==> src/pkg/engine_ctrl_consts.vh <==
// Constants for the sensor engine control register bank.
// Assumes AXI4-Lite byte addresses with 32-bit data words.
`ifndef ENGINE_CTRL_CONSTS_VH
`define ENGINE_CTRL_CONSTS_VH

// ----------------------------------------------------------------
// Register byte offsets
// ----------------------------------------------------------------
`define OFS_IRQ_PENDING   12'h108
`define OFS_IRQ_ENABLE    12'h10C
`define OFS_STATUS        12'h110
`define OFS_MAILBOX       12'h114
`define OFS_RT_ADDR       12'h120
`define OFS_SEQ0_CTRL     12'h124
`define OFS_SEQ1_CTRL     12'h128

// ----------------------------------------------------------------
// Field positions
// ----------------------------------------------------------------
`define IRQ_LO            19
`define IRQ_HI            22
`define IRQ_BUS_ERR       22
`define ST_SEQ0           0
`define ST_SEQ1           1
`define ST_ENGINE         2
`define ST_BG             4
`define ST_FG             5
`define RT_ADDR_W         10
`define CTRL_TOGGLE       0

// ----------------------------------------------------------------
// Reset values
// ----------------------------------------------------------------
`define RST_IRQ           4'h0
`define RST_MAILBOX       32'h0000_0000
`define RST_RT_ADDR       10'h000

// ----------------------------------------------------------------
// AXI responses
// ----------------------------------------------------------------
`define RESP_OKAY         2'h0
`define RESP_SLVERR       2'h2

`endif

==> src/hdl/sensor_engine_ctrl_regs.v <==
// AXI4-Lite register bank for the sensor engine control block.
// Assumes status and event inputs are asynchronous to clk_i and
// that the bus error input is a level or pulse of at least one
// clock after synchronisation.
// Every register clears to zero on reset.
// Unmapped offsets answer with a slave error.
//
// Register access over AXI4-Lite was decided locally.
`timescale 1ns/10ps
`include "engine_ctrl_consts.vh"
module sensor_engine_ctrl_regs
(
    input  wire        clk_i,
    input  wire        rstn_i,
    // AXI4-Lite write address
    input  wire        s_axi_awvalid,
    output reg         s_axi_awready,
    input  wire [11:0] s_axi_awaddr,
    // AXI4-Lite write data
    input  wire        s_axi_wvalid,
    output reg         s_axi_wready,
    input  wire [31:0] s_axi_wdata,
    input  wire [3:0]  s_axi_wstrb,
    // AXI4-Lite write response
    output reg         s_axi_bvalid,
    input  wire        s_axi_bready,
    output reg  [1:0]  s_axi_bresp,
    // AXI4-Lite read address
    input  wire        s_axi_arvalid,
    output reg         s_axi_arready,
    input  wire [11:0] s_axi_araddr,
    // AXI4-Lite read data
    output reg         s_axi_rvalid,
    input  wire        s_axi_rready,
    output reg  [31:0] s_axi_rdata,
    output reg  [1:0]  s_axi_rresp,
    // Subsystem status and events
    input  wire        sequencer0_active_i,
    input  wire        sequencer1_active_i,
    input  wire        engine_active_i,
    input  wire        engine_background_thread_flag_i,
    input  wire        engine_foreground_thread_flag_i,
    input  wire        small_code_mem_lowpower_access_i,
    input  wire        data_mem2_lowpower_access_i,
    input  wire        data_mem3_lowpower_access_i,
    input  wire        master_bus_error_i,
    // Outputs to engine and sequencers
    output reg  [31:0] host_to_engine_mailbox_o,
    output reg  [9:0]  sequencer_runtime_address_o,
    output reg         sequencer0_new_address_toggle_o,
    output reg         sequencer1_new_address_toggle_o,
    output reg         irq_o
);

    // ------------------------------------------------------------
    // Declarations
    // ------------------------------------------------------------
    // Map: 0x108 pending flags, W1C
    //      0x10C enables, both 19..22
    //      0x110 busy and thread flags
    //      0x114 mailbox to the engine
    //      0x120 shared run-time address
    //      0x124, 0x128 toggles in bit 0
    wire [8:0]  sync_w;          // Synchronised inputs
    reg  [3:0]  ev_prev_r;       // Event levels of last cycle
    wire [3:0]  ev_rise;         // Event rising edges
    reg  [3:0]  pend_r;          // Pending flags, bits 19..22
    reg  [3:0]  pend_nxt;        // Next pending flags
    reg  [3:0]  en_r;            // Enable bits 19..22
    reg  [11:0] aw_addr_r;       // Latched write address
    reg         aw_have_r;       // Write address held
    reg  [31:0] w_data_r;        // Latched write data
    reg  [3:0]  w_strb_r;        // Latched write strobes
    reg         w_have_r;        // Write data held
    wire        wr_fire;         // Perform a write this cycle
    wire        wr_hit;          // Write address mapped
    reg  [31:0] rd_val;          // Read mux result
    reg         rd_hit;          // Read address mapped
    wire [31:0] clr_mask;        // Write-one-to-clear mask
    reg  [31:0] status_word;     // Status register image
    wire [31:0] en_img;          // Enable word after strobes
    wire [31:0] rt_img;          // Address word after strobes

    // Merge write data with strobes onto an old value
    function [31:0] merge;
        input [31:0] old;
        input [31:0] dat;
        input [3:0]  stb;
        integer      k;
        begin
            merge = old;
            for (k = 0; k < 4; k = k + 1)
                // Lanes left off keep the old byte
                if (stb[k])
                    merge[k*8 +: 8] = dat[k*8 +: 8];
        end
    endfunction

    // True when an offset selects a mapped register
    function mapped;
        input [11:0] a;
        begin
            case (a)
                `OFS_IRQ_PENDING, `OFS_IRQ_ENABLE, `OFS_STATUS,
                `OFS_MAILBOX, `OFS_RT_ADDR, `OFS_SEQ0_CTRL,
                `OFS_SEQ1_CTRL: mapped = 1'b1;
                default:        mapped = 1'b0;
            endcase
        end
    endfunction

    // ------------------------------------------------------------
    // Input synchronisation
    // ------------------------------------------------------------
    // Nine levels, two flops each
    status_sync #(.W(9)) status_sync_i
    (
        .clk_i  (clk_i),
        .rstn_i (rstn_i),
        .async_i({master_bus_error_i,
                  data_mem3_lowpower_access_i,
                  data_mem2_lowpower_access_i,
                  small_code_mem_lowpower_access_i,
                  engine_foreground_thread_flag_i,
                  engine_background_thread_flag_i,
                  engine_active_i,
                  sequencer1_active_i,
                  sequencer0_active_i}),
        .sync_o (sync_w)
    );

    // Status image; reserved bits read zero
    always @*
    begin
        status_word             = 32'h0000_0000;
        status_word[`ST_SEQ0]   = sync_w[0];
        status_word[`ST_SEQ1]   = sync_w[1];
        status_word[`ST_ENGINE] = sync_w[2];
        status_word[`ST_BG]     = sync_w[3];
        status_word[`ST_FG]     = sync_w[4];
    end

    // ------------------------------------------------------------
    // Event edge detection
    // ------------------------------------------------------------
    always @(posedge clk_i or negedge rstn_i)
    begin
        if (!rstn_i)
            // Idle level is low: no edge at reset
            ev_prev_r <= 4'h0;
        else
            ev_prev_r <= sync_w[8:5];
    end

    // Rising edge of each event; bit 3 is the bus error
    assign ev_rise = sync_w[8:5] & ~ev_prev_r;

    // ------------------------------------------------------------
    // Write channel acceptance
    // ------------------------------------------------------------
    // Write only when both parts are held
    assign wr_fire = aw_have_r && w_have_r && !s_axi_bvalid;
    assign wr_hit  = mapped(aw_addr_r);
    assign clr_mask = (wr_fire && aw_addr_r == `OFS_IRQ_PENDING)
                    ? merge(32'h0, w_data_r, w_strb_r) : 32'h0;
    // Images of the word being written
    assign en_img = merge({9'h000, en_r, 19'h00000}, w_data_r, w_strb_r);
    assign rt_img = merge({22'h000000, sequencer_runtime_address_o},
                          w_data_r, w_strb_r);

    // Address and data taken independently, one write at a time
    always @(posedge clk_i or negedge rstn_i)
    begin
        if (!rstn_i)
        begin
            s_axi_awready <= 1'b0;
            s_axi_wready  <= 1'b0;
            aw_have_r     <= 1'b0;
            w_have_r      <= 1'b0;
            aw_addr_r     <= 12'h000;
            w_data_r      <= 32'h0000_0000;
            w_strb_r      <= 4'h0;
            s_axi_bvalid  <= 1'b0;
            s_axi_bresp   <= `RESP_OKAY;
        end
        else
        begin
            // Address handshake
            if (s_axi_awvalid && s_axi_awready)
            begin
                aw_addr_r     <= s_axi_awaddr;
                aw_have_r     <= 1'b1;
                s_axi_awready <= 1'b0;
            end
            else if (!aw_have_r && !s_axi_awready)
                s_axi_awready <= 1'b1;
            // Data handshake
            if (s_axi_wvalid && s_axi_wready)
            begin
                w_data_r     <= s_axi_wdata;
                w_strb_r     <= s_axi_wstrb;
                w_have_r     <= 1'b1;
                s_axi_wready <= 1'b0;
            end
            else if (!w_have_r && !s_axi_wready)
                s_axi_wready <= 1'b1;
            // Response once both parts are held
            if (wr_fire)
            begin
                s_axi_bvalid <= 1'b1;
                // Unmapped: answer error, drop data
                s_axi_bresp  <= wr_hit ? `RESP_OKAY : `RESP_SLVERR;
                aw_have_r    <= 1'b0;
                w_have_r     <= 1'b0;
            end
            else if (s_axi_bvalid && s_axi_bready)
                s_axi_bvalid <= 1'b0;
        end
    end

    // ------------------------------------------------------------
    // Pending flags: set wins over write-one clear
    // ------------------------------------------------------------
    always @*
    begin
        // A new edge beats a same-cycle clear
        pend_nxt = (pend_r & ~clr_mask[`IRQ_HI:`IRQ_LO])
                 | ev_rise;
    end

    always @(posedge clk_i or negedge rstn_i)
    begin
        if (!rstn_i)
            pend_r <= `RST_IRQ;
        else
            pend_r <= pend_nxt;
    end

    // ------------------------------------------------------------
    // Software writable registers
    // ------------------------------------------------------------
    always @(posedge clk_i or negedge rstn_i)
    begin
        if (!rstn_i)
        begin
            en_r                            <= `RST_IRQ;
            host_to_engine_mailbox_o        <= `RST_MAILBOX;
            sequencer_runtime_address_o     <= `RST_RT_ADDR;
            // Toggles start low
            sequencer0_new_address_toggle_o <= 1'b0;
            sequencer1_new_address_toggle_o <= 1'b0;
        end
        else if (wr_fire)
        begin
            case (aw_addr_r)
                `OFS_IRQ_ENABLE:
                    en_r <= en_img[`IRQ_HI:`IRQ_LO];
                `OFS_MAILBOX:
                    // Writable while the engine runs
                    host_to_engine_mailbox_o <= merge(
                        host_to_engine_mailbox_o, w_data_r,
                        w_strb_r);
                `OFS_RT_ADDR:
                    sequencer_runtime_address_o <=
                        rt_img[`RT_ADDR_W-1:0];
                `OFS_SEQ0_CTRL:
                    // Lane 0 and bit 0 both needed
                    if (w_strb_r[0] && w_data_r[`CTRL_TOGGLE])
                        sequencer0_new_address_toggle_o <=
                            ~sequencer0_new_address_toggle_o;
                `OFS_SEQ1_CTRL:
                    if (w_strb_r[0] && w_data_r[`CTRL_TOGGLE])
                        sequencer1_new_address_toggle_o <=
                            ~sequencer1_new_address_toggle_o;
                default:
                    ;
            endcase
        end
    end

    // ------------------------------------------------------------
    // Interrupt output
    // ------------------------------------------------------------
    always @(posedge clk_i or negedge rstn_i)
    begin
        if (!rstn_i)
            irq_o <= 1'b0;
        else
            // Same edge as the pending flag
            irq_o <= |(pend_nxt & en_r);
    end

    // ------------------------------------------------------------
    // Read mux
    // ------------------------------------------------------------
    always @*
    begin
        rd_val = 32'h0000_0000;
        rd_hit = mapped(s_axi_araddr);
        // Unmapped offsets read zero
        case (s_axi_araddr)
            `OFS_IRQ_PENDING: rd_val = {9'h000, pend_r, 19'h00000};
            `OFS_IRQ_ENABLE:  rd_val = {9'h000, en_r, 19'h00000};
            `OFS_STATUS:      rd_val = status_word;
            `OFS_MAILBOX:     rd_val = host_to_engine_mailbox_o;
            `OFS_RT_ADDR:
                rd_val = {22'h000000, sequencer_runtime_address_o};
            `OFS_SEQ0_CTRL:
                rd_val = {31'h00000000, sequencer0_new_address_toggle_o};
            `OFS_SEQ1_CTRL:
                rd_val = {31'h00000000, sequencer1_new_address_toggle_o};
            default:          rd_val = 32'h0000_0000;
        endcase
    end

    // ------------------------------------------------------------
    // Read channel
    // ------------------------------------------------------------
    always @(posedge clk_i or negedge rstn_i)
    begin
        if (!rstn_i)
        begin
            s_axi_arready <= 1'b0;
            s_axi_rvalid  <= 1'b0;
            s_axi_rdata   <= 32'h0000_0000;
            s_axi_rresp   <= `RESP_OKAY;
        end
        else
        begin
            if (s_axi_arvalid && s_axi_arready)
            begin
                // Take address and register the answer
                s_axi_arready <= 1'b0;
                s_axi_rvalid  <= 1'b1;
                s_axi_rdata   <= rd_val;
                s_axi_rresp   <= rd_hit ? `RESP_OKAY : `RESP_SLVERR;
            end
            else if (s_axi_rvalid && s_axi_rready)
                s_axi_rvalid <= 1'b0;
            // Ready again once the answer is gone
            else if (!s_axi_rvalid && !s_axi_arready)
                s_axi_arready <= 1'b1;
        end
    end

endmodule

==> src/hdl/status_sync.v <==
// Two-stage synchroniser for a group of status levels.
// Assumes inputs are asynchronous levels from other logic.
`timescale 1ns/10ps
module status_sync
#(
    parameter W = 6
)
(
    input  wire         clk_i,
    input  wire         rstn_i,
    input  wire [W-1:0] async_i,
    output reg  [W-1:0] sync_o
);

    reg [W-1:0] meta_r;   // First stage, read only by second

    // ------------------------------------------------------------
    // Synchroniser stages
    // ------------------------------------------------------------
    always @(posedge clk_i or negedge rstn_i)
    begin
        if (!rstn_i)
        begin
            meta_r <= {W{1'b0}};
            sync_o <= {W{1'b0}};
        end
        else
        begin
            meta_r <= async_i;
            sync_o <= meta_r;
        end
    end

endmodule

==> config.mk <==
export PLATFORM = sky130hd
export DESIGN_NAME = sensor_engine_ctrl_regs
export DESIGN_NICKNAME = d
export VERILOG_FILES = /design/src/hdl/sensor_engine_ctrl_regs.v /design/src/hdl/status_sync.v
export VERILOG_INCLUDE_DIRS = /design/src /design/src/pkg
export SDC_FILE = /design/constraint.sdc
export NUM_CORES = 1
export LEC_CHECK = 0
export ABC_CLOCK_PERIOD_IN_PS = 2600
export BUFFER_PORTS_ARGS = -buffer_cell sky130_fd_sc_hd__buf_2
export CAP_MARGIN = 20
export CORE_MARGIN = 8
export CORE_UTILIZATION = 50
export DETAILED_ROUTE_END_ITERATION = 6
export GPL_ROUTABILITY_DRIVEN = 0
export PLACE_DENSITY = 0.85
export SYNTH_ARGS = -nofsm -noshare
export SYNTH_HDL_FRONTEND = slang
export SYNTH_SLANG_ARGS = --single-unit
==> constraint.sdc <==
create_clock -name clk_i -period 2.6 [get_ports clk_i]
set_clock_uncertainty 0.05 [all_clocks]
set_input_delay 0.52 -clock clk_i [delete_from_list [all_inputs] [get_ports clk_i]]
set_output_delay 0.52 -clock clk_i [all_outputs]
set_load 0.05 [all_outputs]
==> flow_summary.yaml, run 1 <==
outcome:
  outcome: "completed"
cts:
  cts_root_buffer: "clkbuf_16"
  clk_latency_ns: 0.42
  clk_pin_slew_ns: 0.06
  cts_tree: "built"
  cts_buffers: 17
  clock-sinks: 164
  cts_buffer_depth: 2
  cts_resized: 0
  h-tree-depth: 4
  cts_setup_buffers: 0
timing:
  slew_headroom_pct: 50.4
  fin_crit_ns: 2.42
  setup_tns_ns: 0
  rsz0062_at_grt: "true"
  setup_viol: 0
  max_freq_ghz: 0.413
  worstMarginPinSlew_ns: 0.744
  period_share_pct: 93.1
  holdWs_ns: 0.152
  hold_viol: 0
  fin_ws_ns: 0.180
  drv_slew: 0
critical_path:
  crit_required_ns: 2.85
  reg2reg_from: "aw_addr_r[1]"
  r2r-end: "host_to_engine_mailbox_o[7]"
  end_kind: "register"
  critPathMaxFanout: 8
  startpoint_type: "register"
  cp.arrival_ns: 2.67
  r2r_setup_slack_ns: 0.18
  path_class: "register to register"
  reg2regPathDepth: 4
route:
  via_per_inst: 5.46
  drt-initial-drc-count: 341
  vias: 4621
  wirelength_microns: 16200
  first_pass_iters: 6
  ant_nets: 0
  wire_per_inst_microns: 19.2
  drc_errors: 0
cells_and_area:
  finalInstanceArea_sq_mm: 0.00823
  syn_to_final_growth_pct: 27.4
  n_antenna_cell: 0
  fin_nets: 738
  final_common_cell: "dfrtp_1"
  register_area_sq_mm: 0.00410
  layout.cells.non_filler: 846
  mostFrequentLayoutCells: "164 x dfrtp_1, 158 x buf_2, 97 x mux2_2, 63 x nand2_1, 39 x o21ai_0"
  multiInputGateArea_sq_mm: 0.00228
  n_fill_cell: 929
  drive_above_1_share_pct: 45.5
  fin_util_pct: 65.2
floorplanning:
  die_w_microns: 130
  die_area_sq_mm: 0.0168
  start_util_pct: 51.2
  die_h_microns: 130
  rows: 41
  core_area_sq_mm: 0.0126
  num_io_pins: 162
worst_hold_path:
  min_from: "data_mem3_lowpower_access_i"
  whs_endpoint: "status_sync_i.meta_r[7]"
  hold_depth: 1
  hold_path_class: "input pin to register"
yosys:
  yosysTopAreaCellShare_pct: 63.5
  synth.area.top_cells: "dfrtp_1 63%, mux2_2 17%, nand2_1 3.7%, o21ai_0 3.0%, a32oi_1 1.2%"
  synth_edf_count: 0
  syn_inst: 486
  synth_area_per_cell_sq_um: 13.3
  yosysSeqAreaShare_pct: 63.5
  synth-async-reset-ratio_pct: 100
  synth_largest_area_cell: "dfrtp_1"
  synth_ff_type: "dfrtp_1"
  synth_warnings: 0
  ys_seq_elements: 164
  synth_cell_types: 49
  syn_area_sq_mm: 0.00646
power:
  p_per_area_mw_per_mm2: 910
  p_sw_mw: 1.98
  p_leak_nw: 4.02
  p_clk_share_pct: 37.7
  switching_share_pct: 26.5
  ir_worst_vdd_mv: 0.575
  power_mw: 7.49
  p_comb_share_pct: 17.2
  p_int_mw: 5.51
  pwr-share-seq_pct: 45.0
global_route:
  grt_pass1_wl_microns: 25800
  grt.overflow.total: 0
  grt_max_degree: 67
  grt_pass1_vias: 4930
  antenna_found_initial: 0
  track_usage_pct: 20.2
place:
  post-place-ws_ns: 0.136
  dp_hpwl_microns: 11700
  io_buffers: 159
  dp.cells: 814
  placed_area_sq_mm: 0.00755
run:
  cap_viol_max_count: 0
## what timing repair did
action / 4_1_cts / 5_1_grt
hold buffers: 1 / 0
endpoints found under the hold margin: 41 / 0
endpoints found under the setup margin: 0 / 4
## logic make-up after synthesis
family / share of synthesized area, %
AO/OA/AOI/OAI: 7.07
multiplexers: 17.4
other: 0.0580
buffers and inverters: 1.35
XOR/XNOR: 0.407
flip-flops: 63.5
AND/OR/NAND/NOR: 10.2
## worst max-delay path by stage
| stage | startpoint | slack, ns | endpoint | cells past startpoint |
|---|---|---|---|---|
| after floorplan | s_axi_bvalid | 0.37 | irq_o | 4 |
| after global placement | aw_addr_r[1] | 0.14 | host_to_engine_mailbox_o[11] | 4 |
| after global routing | aw_addr_r[1] | -0.01 | host_to_engine_mailbox_o[7] | 4 |
| after detailed placement | aw_addr_r[1] | 0.14 | host_to_engine_mailbox_o[12] | 4 |
| final | aw_addr_r[1] | 0.18 | host_to_engine_mailbox_o[7] | 4 |
| after CTS | aw_addr_r[1] | 0.13 | host_to_engine_mailbox_o[10] | 4 |
## synthesized netlist by cell type, types with 2 or more instances
cell type / n
or4_1: 2
buf_4: 2
a21oi_1: 7
nor3_1: 3
nor4_1: 3
nand4b_1: 2
nand3b_1: 2
a22oi_1: 4
nor2b_1: 10
nor4b_1: 2
a21o_1: 4
and2_1: 2
inv_1: 4
mux2_2: 97
a2bb2oi_1: 4
nor3b_1: 2
nor2_1: 8
o21a_1: 3
clkbuf_1: 12
or4bb_1: 2
nand4_1: 3
or3_1: 4
buf_1: 2
dfrtp_1: 164
xnor2_1: 2
o21ai_0: 39
nand3_1: 3
a32oi_1: 9
or2_2: 2
mux2i_1: 2
nand2_1: 63
## power groups by stage
| stage | combinational, mW | clock, mW | sequential [mW] |
|---|---|---|---|
| 6_report | 1.29 | 2.83 | 3.37 |
| 5_1_grt | 1.40 | 2.99 | 3.44 |
| 4_1_cts | 1.31 | 2.87 | 3.37 |
| 3_5_place_dp | 1.30 | 0 | 3.40 |
| 3_3_place_gp | 1.24 | 0 | 3.36 |
| 2_1_floorplan | 0.773 | 0 | 3.44 |
## flip-flops by register name (all words and copies together), names as in the netlist, 9 cells and up
name / flops
aw_addr_r: 12
w_data_r: 32
status_sync_i.meta_r: 9
s_axi_rdata: 32
sequencer_runtime_address_o: 10
status_sync_i.sync_o: 9
host_to_engine_mailbox_o: 32
## cell type report
cell class                 count  share of cell area (%)
tap                          172                    2.61
timing repair buffer         173                    11.5
clock inverter                 9                    2.42
clock buffer                  22                    5.76
multi-input combinational    302                    27.7
inverter                       4                   0.182
sequential                   164                    49.9
## critical path: stages (launching register included)
cell and delay [ns]:
dfrtp_1 0.39, or4_1 0.62, nor4_2 0.47, nand2_1 0.37, mux2_2 0.39
## routing by layer
layer  vias up  GRT usage [%]  share of wire, %
li1       2083              -                 -
met1      2330           22.7                38
met2       173           35.4                53
met3        35           4.73               5.7
met4         0           10.7               3.0
met5         -              0                 0
Power figures use the tool's default switching activity.
==> run 2, diff against run 1 <==
--- a/config.mk
+++ b/config.mk
@@ -11,6 +11,7 @@
 export CAP_MARGIN = 20
 export CORE_MARGIN = 8
 export CORE_UTILIZATION = 50
+export CTS_BUF_LIST = sky130_fd_sc_hd__clkbuf_8
 export DETAILED_ROUTE_END_ITERATION = 6
 export GPL_ROUTABILITY_DRIVEN = 0
 export PLACE_DENSITY = 0.85
==> run 2 against run 1 <==
- total power fell by 9.0%
- sequential power barely moved
- highest routed layer unchanged
- combinational power barely moved
- wire length fell by 2.6%
- sequential share of layout area rose by 1.2 points
- worst hold slack got worse by 0.033 ns
==> flow_summary.yaml, run 2 (synthesis gave the netlist of run 1 again) <==
outcome:
  outcome: "completed"
cts:
  h-tree-depth: 4
  cts_root_buffer: "clkbuf_8"
  cts_buffers: 17
  clk_pin_slew_ns: 0.08
  cts_buffer_depth: 2
  cts_tree: "built"
  cts_resized: 0
  clk_latency_ns: 0.45
  clock-sinks: 164
place:
  dp.cells: 814
  dp_hpwl_microns: 11700
  post-place-ws_ns: 0.136
  io_buffers: 159
floorplanning:
  die_area_sq_mm: 0.0168
  core_area_sq_mm: 0.0126
  rows: 41
  die_w_microns: 130
  start_util_pct: 51.2
  die_h_microns: 130
  num_io_pins: 162
power:
  ir_worst_vdd_mv: 0.559
  p_per_area_mw_per_mm2: 848
  power_mw: 6.82
  p_leak_nw: 3.94
cells_and_area:
  fin_nets: 738
  final_common_cell: "dfrtp_1"
  layout.cells.non_filler: 846
  syn_to_final_growth_pct: 24.4
  reg.largest.list: "host_to_engine_mailbox_o: 32 flops, s_axi_rdata: 32 flops, w_data_r: 32 flops"
  n_antenna_cell: 0
  drive_above_1_share_pct: 45.5
  mostFrequentLayoutCells: "164 x dfrtp_1, 158 x buf_2, 97 x mux2_2, 63 x nand2_1, 39 x o21ai_0"
global_route:
  track_usage_pct: 19.6
  grt_pass1_vias: 4836
  antenna_found_initial: 0
  grt_max_degree: 67
  grt.overflow.total: 0
  grt_pass1_wl_microns: 25200
timing:
  holdWs_ns: 0.119
  hold_viol: 0
  drv_slew: 0
  rsz0062_at_grt: "true"
  max_freq_ghz: 0.412
  worstMarginPinSlew_ns: 0.749
  fin_ws_ns: 0.173
  fin_crit_ns: 2.43
  slew_headroom_pct: 50.1
  period_share_pct: 93.4
  setup_tns_ns: 0
  setup_viol: 0
route:
  wire_per_inst_microns: 18.7
  wirelength_microns: 15800
  drc_errors: 0
  first_pass_iters: 5
  via_per_inst: 5.37
  vias: 4541
  ant_nets: 0
  drt-initial-drc-count: 318
critical_path:
  crit_required_ns: 2.89
  path_class: "register to register"
  startpoint_type: "register"
  r2r-end: "host_to_engine_mailbox_o[7]"
  cp.arrival_ns: 2.71
  reg2regPathDepth: 4
  reg2reg_from: "aw_addr_r[1]"
  r2r_setup_slack_ns: 0.17
  startpoint: "aw_addr_r[1]"
  critPathMaxFanout: 8
  cp-endpoint: "host_to_engine_mailbox_o[7]"
  end_kind: "register"
worst_hold_path:
  hold_path_class: "input pin to register"
run:
  cap_viol_max_count: 0
## run 2: cell types whose count changed in the layout (fill, tap and decap cells not counted), sizes merged
cell / previous run / this run
clkbuf: 22 / 20
inv: 4 / 6
## run 2: routing by layer
| metal | share of wire, % | global-route usage (%) | wire length (microns) |
|---|---|---|---|
| met1 | 39 | 22.2 | 6160 |
| met2 | 52 | 34.4 | 8260 |
| met3 | 5.9 | 4.77 | 933 |
| met4 | 2.8 | 8.95 | 447 |
| met5 | 0 | 0 | 0 |
## run 2: timing repair
action / 4_1_cts / 5_1_grt
endpoints found under the hold margin: 41 / 0
hold buffers: 1 / 0
setup endpoints to repair: 0 / 10
buffers inserted: 0 / 0
## run 2: cell type report
class	count	area (sq um)
clock inverters	11	206
inverters	4	15.0
fillers	965	4580
repair buffers	173	947
multi-input cells	302	2280
flip-flops and latches	164	4100
well taps	172	215
clock buffers	20	275
## run 2: worst min-delay path by stage
stage / slack, ns / end / startpoint / cells past startpoint
after floorplan: 0.17 / aw_addr_r[0] / rstn_i / 0
after global placement: 0.28 / status_sync_i.sync_o[6] / status_sync_i.meta_r[6] / 0
after detailed placement: 0.28 / status_sync_i.sync_o[7] / status_sync_i.meta_r[7] / 0
after CTS: 0.08 / status_sync_i.meta_r[7] / data_mem3_lowpower_access_i / 1
after global routing: 0.09 / status_sync_i.meta_r[2] / engine_active_i / 1
final: 0.12 / status_sync_i.meta_r[1] / sequencer1_active_i / 1
## run 2: worst max-delay path: stages, from the launching register on
cell	delay (ns)
dfrtp_1	0.40
or4_1	0.62
nor4_2	0.48
nand2_1	0.38
mux2_2	0.39
## run 2: through the flow
| stage | area [sq um] | utilization (%) |
|---|---|---|
| 3_5_place_dp | 7550 | 59.8 |
| 6_report | 8040 | 63.7 |
| 4_1_cts | 8040 | 63.7 |
| 5_1_grt | 8040 | 63.7 |
| 3_3_place_gp | 7550 | 59.8 |
| 2_1_floorplan | 6470 | - |
## run 2: report_power, final
group | total (mW) | switching [mW] | leakage, nW | internal [mW]
clock | 2.18 | 0.875 | 0.251 | 1.30
sequential | 3.35 | 0.347 | 2.08 | 3.01
combinational | 1.29 | 0.665 | 1.60 | 0.621
